==> config.mk <==
export PLATFORM = sky130hd
export DESIGN_NAME = dclc_top
export DESIGN_NICKNAME = d
export VERILOG_FILES = /design/src/verilog/dclc_pkg.sv /design/src/verilog/dclc_spare.sv /design/src/verilog/dclc_top.sv
export SDC_FILE = /design/constraint.sdc
export NUM_CORES = 1
export LEC_CHECK = 0
export BUFFER_PORTS_ARGS = -buffer_cell sky130_fd_sc_hd__buf_4
export CAP_MARGIN = 20
export CORE_AREA = 4 4 185 187
export DETAILED_ROUTE_END_ITERATION = 10
export DIE_AREA = 0 0 189 191
export GPL_TIMING_DRIVEN = 0
export SKIP_LAST_GASP = 1
export SLEW_MARGIN = 20
export SYNTH_ARGS = -nofsm -noshare
export SYNTH_HDL_FRONTEND = slang
export SYNTH_HIERARCHICAL = 1
export SYNTH_SLANG_ARGS = --single-unit
==> constraint.sdc <==
create_clock -name i_sys_clk -period 9.4 [get_ports i_sys_clk]
set_input_delay 1.88 -clock i_sys_clk [delete_from_list [all_inputs] [get_ports i_sys_clk]]
set_output_delay 1.88 -clock i_sys_clk [all_outputs]
set_load 0.01 [all_outputs]
==> src/verilog/dclc_pkg.sv <==
// package: constants and carriers for the disk command layer control
`default_nettype none
package dclc_pkg;
  // =========================================
  // addressing
  localparam logic [47:0] DCLC_MAX28 = 48'h0000_0FFF_FFFF;
  localparam int DCLC_ID_W83_LBA48_BIT = 10;
  localparam int DCLC_ID_WORD_LBA48 = 83;
  localparam int DCLC_ID_WORD_MAXLBA_LO = 100;
  localparam int DCLC_ID_WORD_MAXLBA_HI = 103;
  // =========================================
  // command codes
  localparam logic [7:0] DCLC_CMD_SET_FEATURES = 8'h00EF;
  localparam logic [7:0] DCLC_SF_PRESERVE_EN = 8'h0086;
  localparam logic [7:0] DCLC_SF_PRESERVE_DIS = 8'h0006;
  localparam logic [7:0] DCLC_LOG_CMD_PAGE = 8'h00E0;
  localparam logic [7:0] DCLC_LOG_DATA_PAGE = 8'h00E1;
  localparam logic [15:0] DCLC_ACT_WRITE_SAME = 16'h0002;
  localparam logic [15:0] DCLC_ACT_ERR_RECOV = 16'h0003;
  localparam logic [15:0] DCLC_ACT_FEATURE = 16'h0004;
  localparam logic [15:0] DCLC_ACT_DATA_TABLE = 16'h0005;
  localparam logic [15:0] DCLC_FEAT_WCACHE = 16'h0001;
  localparam logic [15:0] DCLC_FEAT_TEMP_INT = 16'h0003;
  // =========================================
  // spare and reassignment
  localparam logic [8:0] DCLC_RUN_MAX_512 = 9'h0100;
  localparam logic [8:0] DCLC_RUN_MAX_4K = 9'h0020;
  localparam logic [15:0] DCLC_SPARE_WC_OFF = 16'h0010;
  localparam logic [15:0] DCLC_SPARE_RESET = 16'h0400;
  // =========================================
  // timing
  localparam int DCLC_CLK_MHZ = 100;
  localparam int DCLC_BUSY_NS = 50;
  localparam int DCLC_BUSY_CYC = (DCLC_BUSY_NS * DCLC_CLK_MHZ + 999) / 1000;

  // command as delivered by the host side
  typedef struct packed {
    logic [7:0] opcode;
    logic [7:0] feature;
    logic is_48bit;
    logic is_lba;
    logic is_queued;
    logic [15:0] count;
  } dclc_cmd_t;

  // preserved software settings
  typedef struct packed {
    logic [15:0] geometry;
    logic [7:0] standby_timer;
    logic sec_frozen;
    logic sec_unlocked;
    logic [47:0] max_capacity;
    logic wcache_en;
    logic [7:0] xfer_mode;
    logic apm_en;
    logic lookahead_en;
    logic revert_def;
    logic [7:0] multi_size;
  } dclc_settings_t;
endpackage
`default_nettype wire

==> src/verilog/dclc_spare.sv <==
// spare sector bookkeeping and reassignment decisions
`default_nettype none
module dclc_spare
  import dclc_pkg::*;
#(
  parameter logic [15:0] SPARE_INIT = DCLC_SPARE_RESET
) (
  // clock and reset
  input wire logic i_sys_clk,
  input wire logic i_rst,
  // media events
  input wire logic i_wr_fail,
  input wire logic i_rd_hard_fail,
  input wire logic i_rd_recovered,
  input wire logic i_wr_to_candidate,
  input wire logic i_verify_ok,
  input wire logic i_fmt_4k,
  input wire logic [8:0] i_run_len,
  input wire logic i_wcache_en,
  // results
  output logic [15:0] o_spare_cnt,
  output logic o_reassign_en,
  output logic o_wc_force_off,
  output logic o_realloc,
  output logic o_report_err,
  output logic o_candidate
);
  logic [8:0] run_max;
  logic want;
  logic [15:0] need;

  assign run_max = i_fmt_4k ? DCLC_RUN_MAX_4K : DCLC_RUN_MAX_512;
  // clip the run to one table entry
  assign need = {7'h00, (i_run_len > run_max) ? run_max : i_run_len};
  // a write earns a reallocation if it fails, or if it hits a marked location while i_verify_ok is high
  assign want = i_wr_fail | i_rd_recovered | (i_wr_to_candidate & o_candidate & i_verify_ok);

  // =========================================
  // spare count; power-on reset only, table survives link resets
  always_ff @(posedge i_sys_clk) begin
    if (i_rst) begin
      o_spare_cnt <= SPARE_INIT;
      o_realloc <= 1'b0;
      o_report_err <= 1'b0;
    end else begin
      o_realloc <= 1'b0;
      o_report_err <= 1'b0;
      if (want && o_reassign_en && o_spare_cnt >= need) begin
        o_spare_cnt <= o_spare_cnt - need;
        o_realloc <= 1'b1;
      end else if (i_wr_fail && !i_wcache_en) begin
        o_report_err <= 1'b1;
      end
    end
  end

  always_ff @(posedge i_sys_clk) begin
    if (i_rst) begin
      o_candidate <= 1'b0;
    end else if (i_rd_hard_fail) begin
      o_candidate <= 1'b1;
    end else if (i_wr_to_candidate) begin
      o_candidate <= 1'b0;
    end
  end

  always_ff @(posedge i_sys_clk) begin
    if (i_rst) begin
      o_reassign_en <= 1'b1;
      o_wc_force_off <= 1'b0;
    end else begin
      o_reassign_en <= (o_spare_cnt != 16'h0000);
      o_wc_force_off <= (o_spare_cnt <= DCLC_SPARE_WC_OFF);
    end
  end
endmodule
`default_nettype wire

==> src/verilog/dclc_top.sv <==
// command layer control: status handshake, addressing, settings, queue guard
`default_nettype none
// Summary of operation
// - 28-bit native max saturates at 268435455
// - advertise 48-bit support and max LBA
// - 48-bit LBA only; 28/48 may intermix
// - 48-bit sector count is 16 bits
// - preservation enable via feature 86h, disable via 06h, default on
// - preserved settings kept or cleared on link reset
// - legacy during queue aborts and halts queue
// - log page E0h commands, E1h data
// - recognise transport actions 0002h to 0005h
// - feature codes 0001h cache, 0003h temperature
// - busy or data request held until done
// - interrupt on busy falling during command
// - interrupt cleared by status read, reset, command
// - entry run limit 256 or 32, retained
// - reassign disabled at zero spares
// - write cache off at 16 spares
// - failed write reallocates; error only if uncached
// - hard read error marks reallocation candidate
// - recovered read reallocates sector
module dclc_top
  import dclc_pkg::*;
#(
  parameter int BUSY_CYC = DCLC_BUSY_CYC
) (
  // clock and reset
  input wire logic i_sys_clk,
  input wire logic i_rst,
  input wire logic i_link_rst,
  input wire logic i_soft_rst,
  // host command register side
  input wire logic i_cmd_wr,
  input wire dclc_cmd_t i_cmd,
  input wire logic [15:0] i_log_action,
  input wire logic [15:0] i_log_feature,
  input wire logic i_status_rd,
  input wire logic [47:0] i_native_max,
  // execution engine
  input wire logic i_xfer_need,
  input wire logic i_xfer_done,
  input wire logic i_queue_empty,
  input wire logic i_settings_wr,
  input wire dclc_settings_t i_settings,
  // media events
  input wire logic i_wr_fail,
  input wire logic i_rd_hard_fail,
  input wire logic i_rd_recovered,
  input wire logic i_wr_to_candidate,
  input wire logic i_verify_ok,
  input wire logic i_fmt_4k,
  input wire logic [8:0] i_run_len,
  // status
  output logic o_busy_flag,
  output logic o_data_request_flag,
  output logic o_ready,
  output logic o_interrupt_request_line,
  output logic o_abort,
  output logic o_queue_halt,
  output logic o_preserve_en,
  output logic [47:0] o_max28,
  output logic [15:0] o_id_word83,
  output logic [63:0] o_id_maxlba,
  output logic [15:0] o_sector_count,
  output logic o_log_valid,
  output logic o_log_data_page,
  output logic [2:0] o_log_action_sel,
  output logic o_log_wcache_sel,
  output logic o_log_temp_sel,
  output logic o_report_err,
  output logic o_realloc,
  output logic o_reassign_en,
  output dclc_settings_t o_settings
);
  typedef enum logic [1:0] {
    DCLC_IDLE = 2'b00,
    DCLC_BUSY = 2'b01,
    DCLC_XFER = 2'b10
  } dclc_state_t;

  dclc_state_t state_q;
  logic [7:0] busy_cnt_q;
  logic busy_fall;
  logic legacy_in_queue;
  logic any_rst;
  logic [15:0] spare_cnt;
  logic wc_force_off;
  logic candidate;
  logic realloc_w;
  logic report_err_w;
  logic reassign_en_w;

  assign any_rst = i_rst | i_link_rst | i_soft_rst;
  assign legacy_in_queue = i_cmd_wr && !i_cmd.is_queued && !i_queue_empty;
  assign busy_fall = (state_q == DCLC_BUSY) && (busy_cnt_q == 8'h00) && !i_xfer_need;

  // =========================================
  // command phase; busy set on acceptance, released only into xfer or done
  always_ff @(posedge i_sys_clk) begin
    if (any_rst) begin
      state_q <= DCLC_IDLE;
      busy_cnt_q <= 8'h00;
    end else begin
      unique case (state_q)
        DCLC_IDLE: begin
          if (i_cmd_wr && !legacy_in_queue) begin
            state_q <= DCLC_BUSY;
            busy_cnt_q <= 8'(BUSY_CYC);
          end
        end
        DCLC_BUSY: begin
          if (busy_cnt_q != 8'h00) begin
            busy_cnt_q <= busy_cnt_q - 8'h01;
          end else if (i_xfer_need) begin
            state_q <= DCLC_XFER;
          end else begin
            state_q <= DCLC_IDLE;
          end
        end
        DCLC_XFER: begin
          if (i_xfer_done) begin
            state_q <= DCLC_BUSY;
            busy_cnt_q <= 8'(BUSY_CYC);
          end
        end
        default: state_q <= DCLC_IDLE;
      endcase
    end
  end

  // flags follow the next state so neither gap ever shows
  always_ff @(posedge i_sys_clk) begin
    if (any_rst) begin
      o_busy_flag <= 1'b0;
      o_data_request_flag <= 1'b0;
      o_ready <= 1'b0;
    end else begin
      o_ready <= 1'b1;
      o_busy_flag <= (state_q == DCLC_IDLE && i_cmd_wr && !legacy_in_queue)
        || (state_q == DCLC_BUSY && !(busy_cnt_q == 8'h00))
        || (state_q == DCLC_XFER && i_xfer_done);
      o_data_request_flag <= (state_q == DCLC_BUSY && busy_cnt_q == 8'h00 && i_xfer_need)
        || (state_q == DCLC_XFER && !i_xfer_done);
    end
  end

  // =========================================
  // interrupt: set wins over a status read or command write clear in the same cycle
  always_ff @(posedge i_sys_clk) begin
    if (any_rst) begin
      o_interrupt_request_line <= 1'b0;
    end else if (busy_fall) begin
      o_interrupt_request_line <= 1'b1;
    end else if (i_status_rd || i_cmd_wr) begin
      o_interrupt_request_line <= 1'b0;
    end
  end

  // =========================================
  // queue guard
  always_ff @(posedge i_sys_clk) begin
    if (any_rst) begin
      o_abort <= 1'b0;
      o_queue_halt <= 1'b0;
    end else begin
      o_abort <= legacy_in_queue;
      if (legacy_in_queue) begin
        o_queue_halt <= 1'b1;
      end else if (i_queue_empty) begin
        o_queue_halt <= 1'b0;
      end
    end
  end

  // =========================================
  // addressing and identify words
  always_ff @(posedge i_sys_clk) begin
    if (i_rst) begin
      o_max28 <= 48'h0000_0000_0000;
      o_id_word83 <= 16'h0000;
      o_id_maxlba <= 64'h0000_0000_0000_0000;
      o_sector_count <= 16'h0000;
    end else begin
      o_max28 <= (i_native_max > DCLC_MAX28) ? DCLC_MAX28 : i_native_max;
      o_id_word83 <= 16'h0001 << DCLC_ID_W83_LBA48_BIT;
      o_id_maxlba <= {16'h0000, o_settings.max_capacity};
      if (i_cmd_wr) begin
        // 28-bit commands keep the legacy 8-bit count, zero meaning 256
        if (i_cmd.is_48bit && i_cmd.is_lba) begin
          o_sector_count <= i_cmd.count;
        end else begin
          o_sector_count <= (i_cmd.count[7:0] == 8'h00) ? 16'h0100 : {8'h00, i_cmd.count[7:0]};
        end
      end
    end
  end

  // =========================================
  // settings preservation
  always_ff @(posedge i_sys_clk) begin
    if (i_rst) begin
      o_preserve_en <= 1'b1;
    end else if (i_cmd_wr && i_cmd.opcode == DCLC_CMD_SET_FEATURES) begin
      if (i_cmd.feature == DCLC_SF_PRESERVE_EN) begin
        o_preserve_en <= 1'b1;
      end else if (i_cmd.feature == DCLC_SF_PRESERVE_DIS) begin
        o_preserve_en <= 1'b0;
      end
    end
  end

  always_ff @(posedge i_sys_clk) begin
    if (i_rst) begin
      o_settings <= '0;
    end else if (i_link_rst && !o_preserve_en) begin
      o_settings <= '0;
    end else begin
      // other settings stay writable while the cache is forced off
      if (i_settings_wr) begin
        o_settings <= i_settings;
      end
      if (wc_force_off) begin
        o_settings.wcache_en <= 1'b0;
      end
    end
  end

  // =========================================
  // log command transport decode
  always_ff @(posedge i_sys_clk) begin
    if (any_rst) begin
      o_log_valid <= 1'b0;
      o_log_data_page <= 1'b0;
      o_log_action_sel <= 3'h0;
      o_log_wcache_sel <= 1'b0;
      o_log_temp_sel <= 1'b0;
    end else if (i_cmd_wr) begin
      o_log_valid <= (i_cmd.feature == DCLC_LOG_CMD_PAGE);
      o_log_data_page <= (i_cmd.feature == DCLC_LOG_DATA_PAGE);
      o_log_action_sel <= (i_log_action == DCLC_ACT_WRITE_SAME) ? 3'h2 :
        (i_log_action == DCLC_ACT_ERR_RECOV) ? 3'h3 :
        (i_log_action == DCLC_ACT_FEATURE) ? 3'h4 :
        (i_log_action == DCLC_ACT_DATA_TABLE) ? 3'h5 : 3'h0;
      o_log_wcache_sel <= (i_log_action == DCLC_ACT_FEATURE)
        && (i_log_feature == DCLC_FEAT_WCACHE);
      o_log_temp_sel <= (i_log_action == DCLC_ACT_FEATURE)
        && (i_log_feature == DCLC_FEAT_TEMP_INT);
    end
  end

  // =========================================
  // spare bookkeeping
  dclc_spare u_spare (
    .i_sys_clk(i_sys_clk),
    .i_rst(i_rst),
    .i_wr_fail(i_wr_fail),
    .i_rd_hard_fail(i_rd_hard_fail),
    .i_rd_recovered(i_rd_recovered),
    .i_wr_to_candidate(i_wr_to_candidate),
    .i_verify_ok(i_verify_ok),
    .i_fmt_4k(i_fmt_4k),
    .i_run_len(i_run_len),
    .i_wcache_en(o_settings.wcache_en),
    .o_spare_cnt(spare_cnt),
    .o_reassign_en(reassign_en_w),
    .o_wc_force_off(wc_force_off),
    .o_realloc(realloc_w),
    .o_report_err(report_err_w),
    .o_candidate(candidate)
  );

  always_ff @(posedge i_sys_clk) begin
    if (i_rst) begin
      o_realloc <= 1'b0;
      o_report_err <= 1'b0;
      o_reassign_en <= 1'b1;
    end else begin
      o_realloc <= realloc_w;
      o_report_err <= report_err_w;
      o_reassign_en <= reassign_en_w;
    end
  end
endmodule
`default_nettype wire
### Yosys cells after proc, flatten, opt, wreduce, memory -nomap -nowiden

Index checks and enable logic that the tools add are counted.

| cells by class | value |
|---|---|
| order comparisons | 4 |
| reduce and logical (&&, ||, !) cells | 48 |
| mux-type cells | 30 |
| add/subtract/negate cells | 2 |
| eq/ne operators | 17 |
| bitwise gates (word level) | 6 |

Operator list:

| cell | number |
|---|---|
| $eq 16x2->1 const B | 3 |
| $gt 48x28->1 const B | 1 |
| $eq 16x3->1 const B | 2 |
| $eq 8x8->1 const B | 4 |
| $mux 28 | 1 |
| $mux 9 | 3 |
| $mux 8 | 3 |
| $pmux 8 s3 | 1 |
| $logic_and 1x1->1 | 19 |
| $eq 16x1->1 const B | 1 |
| $ge 16x9->1 | 1 |
| $le 16x5->1 const B | 1 |
| $logic_not 8->1 | 2 |
| $mux 16 | 1 |
| $reduce_bool 16->1 | 1 |
| $sub 16x9->16 | 1 |
| $mux 3 | 4 |
| $mux 1 | 11 |
| $mux 11 | 1 |
| $gt 9x9->1 | 1 |
| $eq 8x3->1 const B | 1 |
| $logic_not 1->1 | 8 |
| $mux 2 | 4 |
| $ne 2x2->1 const B | 4 |
| 16 further kinds | 28 |

| storage, ports and cells | value |
|---|---|
| bits in registers | 286 |
| input port bits | 234 |
| output and inout port bits | 255 |

### Longest topological paths before layout

| depth | value |
|---|---|
| depth in word-level cells | 7 |
| depth in mapped cells | 14 |
| depth with buffers taken out | 13 |

### Hierarchy

The synthesis kept the hierarchy.

By module, submodules not included:

| module | cells each | instances | area an instance (um^2) | sequential area each (um^2) |
|---|---|---|---|---|
| dclc_top | 770 | 1 | 7937.6 | 4684.5 |
| dclc_spare | 164 | 1 | 1372.6 | 420.4 |

### Worst setup path after synthesis

Ideal clock, no wire load.

| path | value |
|---|---|
| path kind | input-to-reg |
| start | input i_fmt_4k |
| end | register u_spare.o_spare_cnt[11] |
| path buffers | 1 |
| stages on the path | 12 |
| required time | 9.279 ns |
| library setup time | 0.121 ns |
| data arrival time | 4.762 ns |
| slack | 4.517 ns |
| cell sequence | ha_1 -> a21oi_1 -> a31oi_1 -> mux2i_1 -> ha_1 -> nand2_1 -> or4_4 -> and3b_1 -> and2_4 -> buf_6 -> nor4_1 -> mux2_2 |

| on the way | value |
|---|---|
| cells in the longest elaborated chain, start to end | 5 |

Ends and longest elaborated chain:

| item | line | RTL |
|---|---|---|
| start: declaration | dclc_top.sv:52 | `input wire logic i_fmt_4k,` |
| $mux 9 * | dclc_spare.sv:32 | `assign run_max = i_fmt_4k ? DCLC_RUN_MAX_4K : DCLC_RUN_MAX_512;` |
| $gt 9x9->1 | dclc_spare.sv:34 | `assign need = {7'h00, (i_run_len > run_max) ? run_max : i_run_len};` |
| $mux 9 * | dclc_spare.sv:34 |  |
| $ge 16x9->1 | dclc_spare.sv:48 | `if (want && o_reassign_en && o_spare_cnt >= need) begin` |
| $logic_and 1x1->1 | dclc_spare.sv:48 |  |
| end signal: assignment | dclc_spare.sv:49 | `o_spare_cnt <= o_spare_cnt - need;` |
| end: declaration | dclc_spare.sv:21 | `output logic [15:0] o_spare_cnt,` |

Every way passes the cells marked *; elsewhere a longest branch is shown, timed or not.
A chain may end at the register's enable or synchronous reset.

### Worst setup path after layout

| path | value |
|---|---|
| start | input i_fmt_4k |
| end | register u_spare.o_spare_cnt[5] |

The elaborated chain is that of the path after synthesis.

==> reports/results.tsv <==
metric	value	unit
finalHoldWorstSlack	402	ps
drt_iter0_drc	301	
utilization	44.6	%
drc	0	
grt_max_degree	14	
clock_latency	540	ps
worstSetupPathType	in2reg	
cts.sinks	255	
final_hold_viol_count	0	
grt_pass1_wl	47.0	mm
slew_headroom	34.4	%
mostFrequentLayoutCells	buf_4, dfxtp_1, nor2_1	
fin_tns_setup	0	ps
synth_flop_cell	dfxtp_1	
ys_warn_count	6	
ant_nets	0	
worstSetupStartpointType	input port	
vdd_drop_max	0.000120	V
cts_tree	done	
clk_pin_slew	60	ps
skew	7.40	ps
cts_resized	0	
report.final.slew_viol_count	0	
grt_overflow	0	
arrival	5180	ps
power_leakage	6.93	nW
crit_fanout	10	
wirelength	32.1	mm
die-area	0.0361	sq mm
tightest_slew	984	ps
min_period_over_period	50.7	%
initial_core_util	28.7	%
synth.ff_latch_count	255	
dr_total_vias	8264	
synthTopCellsByArea	dfxtp_1, mux2i_1, nor2_1	
cp-end-kind	flip-flop	
rows	66	
grt_pass1_vias	8108	
synth_edf_count	0	
layout.nets	1717	
cts_inserted_buffers	29	
holdBufCountCts	0	
synthArstFlopShare	0	%
wl_per_cell	16.6	um
avgSynthCellArea	9.97	sq um
ys_seq_area_share	54.8	%
die_y	191	um
cts_max_path_buffers	3	
drive_gt1_share	38.3	%
p_per_area	205	mW/mm^2
layout_commonest_cell	buf_4	
max_freq	0.210	GHz
via_per_inst	4.27	
grt_util_all_layers	16.4	%
dp_hpwl	25.6	mm
period_needed	4770	ps
grt_antenna_before_repair	1	
die_w	189	um
synth_top_area_share	54.8	%
maxCapViolCount	0	
worstPathRequired	9810	ps
postCtsSetupBuffers	0	
hp-class	reg2reg	
first_pass_iters	4	
ys_types	55	
port_buffers	455	
status	complete, no violations	
yosysTopAreaCell	dfxtp_1	
antenna_cells	0	
synthesis.area	0.00931	sq mm
cts_max_level	1	
setup_viol	0	
core_area	0.0325	sq mm
gp_congestion	0.866	
area_growth	55.6	%
cts_root_buf	clkbuf_16	
io_pins	489	
synth_cells	934	
rsz0062_at_grt	false	
==> report_power, final <==
part           switching, mW  internal, mW  total [mW]
sequential            0.0499          1.16        1.21
clock                  0.458         0.723        1.18
combinational          0.283         0.293       0.576
==> worst max-delay path, stage by stage <==
cell     delay, ps
buf_4          120
ha_1           300
a21oi_1        530
a31oi_1        110
mux2i_1        170
ha_1           360
nand2_1        110
or4_4          520
and3b_1        190
a21oi_1        350
buf_4          270
mux2i_1        220
nor2_1          50
==> logic make-up after synthesis <==
kind of cell,synth area share (%)
compound gates,4.85
xor+xnor,1.13
fa+ha+maj,1.83
buf+inv,5.44
flops,54.8
mux,11.9
other cells,0.0403
simple gates,19.9
==> synth_stat cells, drive strengths merged, types with 12 or more instances <==
cell type and instances:
a21oi 40, ha 12, nand2 37, nor4 16, mux2i 110, inv 18
nor2 162, nor3 38, clkbuf 25, dfxtp 255, nand3 19, nor2b 53
buf 53
==> per-layer routing <==
metal  wire [um]  share of wire [%]  GRT usage, %
met1       13300                 41          20.3
met5          13              0.040             0
met2       15600                 49          28.1
met4         887                2.8          4.74
met3        2340                7.3          4.31
==> worst paths after layout <==
check,start,end,slack (ps),depth (start not counted)
worst min-delay path,u_spare/o_wc_force_off,o_settings[19],400,1
worst min register to register,u_spare/o_wc_force_off,o_settings[19],400,1
worst max register to register,u_spare/o_spare_cnt[0],u_spare/o_spare_cnt[5],6740,10
worst max-delay path,i_fmt_4k,u_spare/o_spare_cnt[5],4630,13
==> state kept, by name (all words and copies together) (netlist names), 2 cells and up <==
signal               cells
o_log_action_sel         3
state_q                  2
u_spare/o_spare_cnt     16
busy_cnt_q               8
o_max28                 48
o_settings              94
o_id_maxlba             48
o_sector_count          16
==> area by class of cell <==
type                       count  area, sq um
clock buffer                  40          867
sequential                   255         5100
timing repair buffer         455         3420
inverter                      18         67.6
buffer                        78          439
tap                          442          553
clock inverter                13          149
multi-input combinational    633         3890
fill                        3179        18000
==> through the flow <==
stage | cells | instance area [sq um] | power [mW] | setup slack, ps
2_1_floorplan | 984 | 9500 | 1.57 | 4520
3_3_place_gp | 1881 | 13500 | 1.80 | 4100
3_5_place_dp | 1881 | 13500 | 1.81 | 4050
4_1_cts | 1934 | 14500 | 3.00 | 4610
5_1_grt | 1934 | 14500 | 3.12 | 4360
6_report | 1934 | 14500 | 2.97 | 4630
No activity file was read; power rests on OpenSTA's default activity.
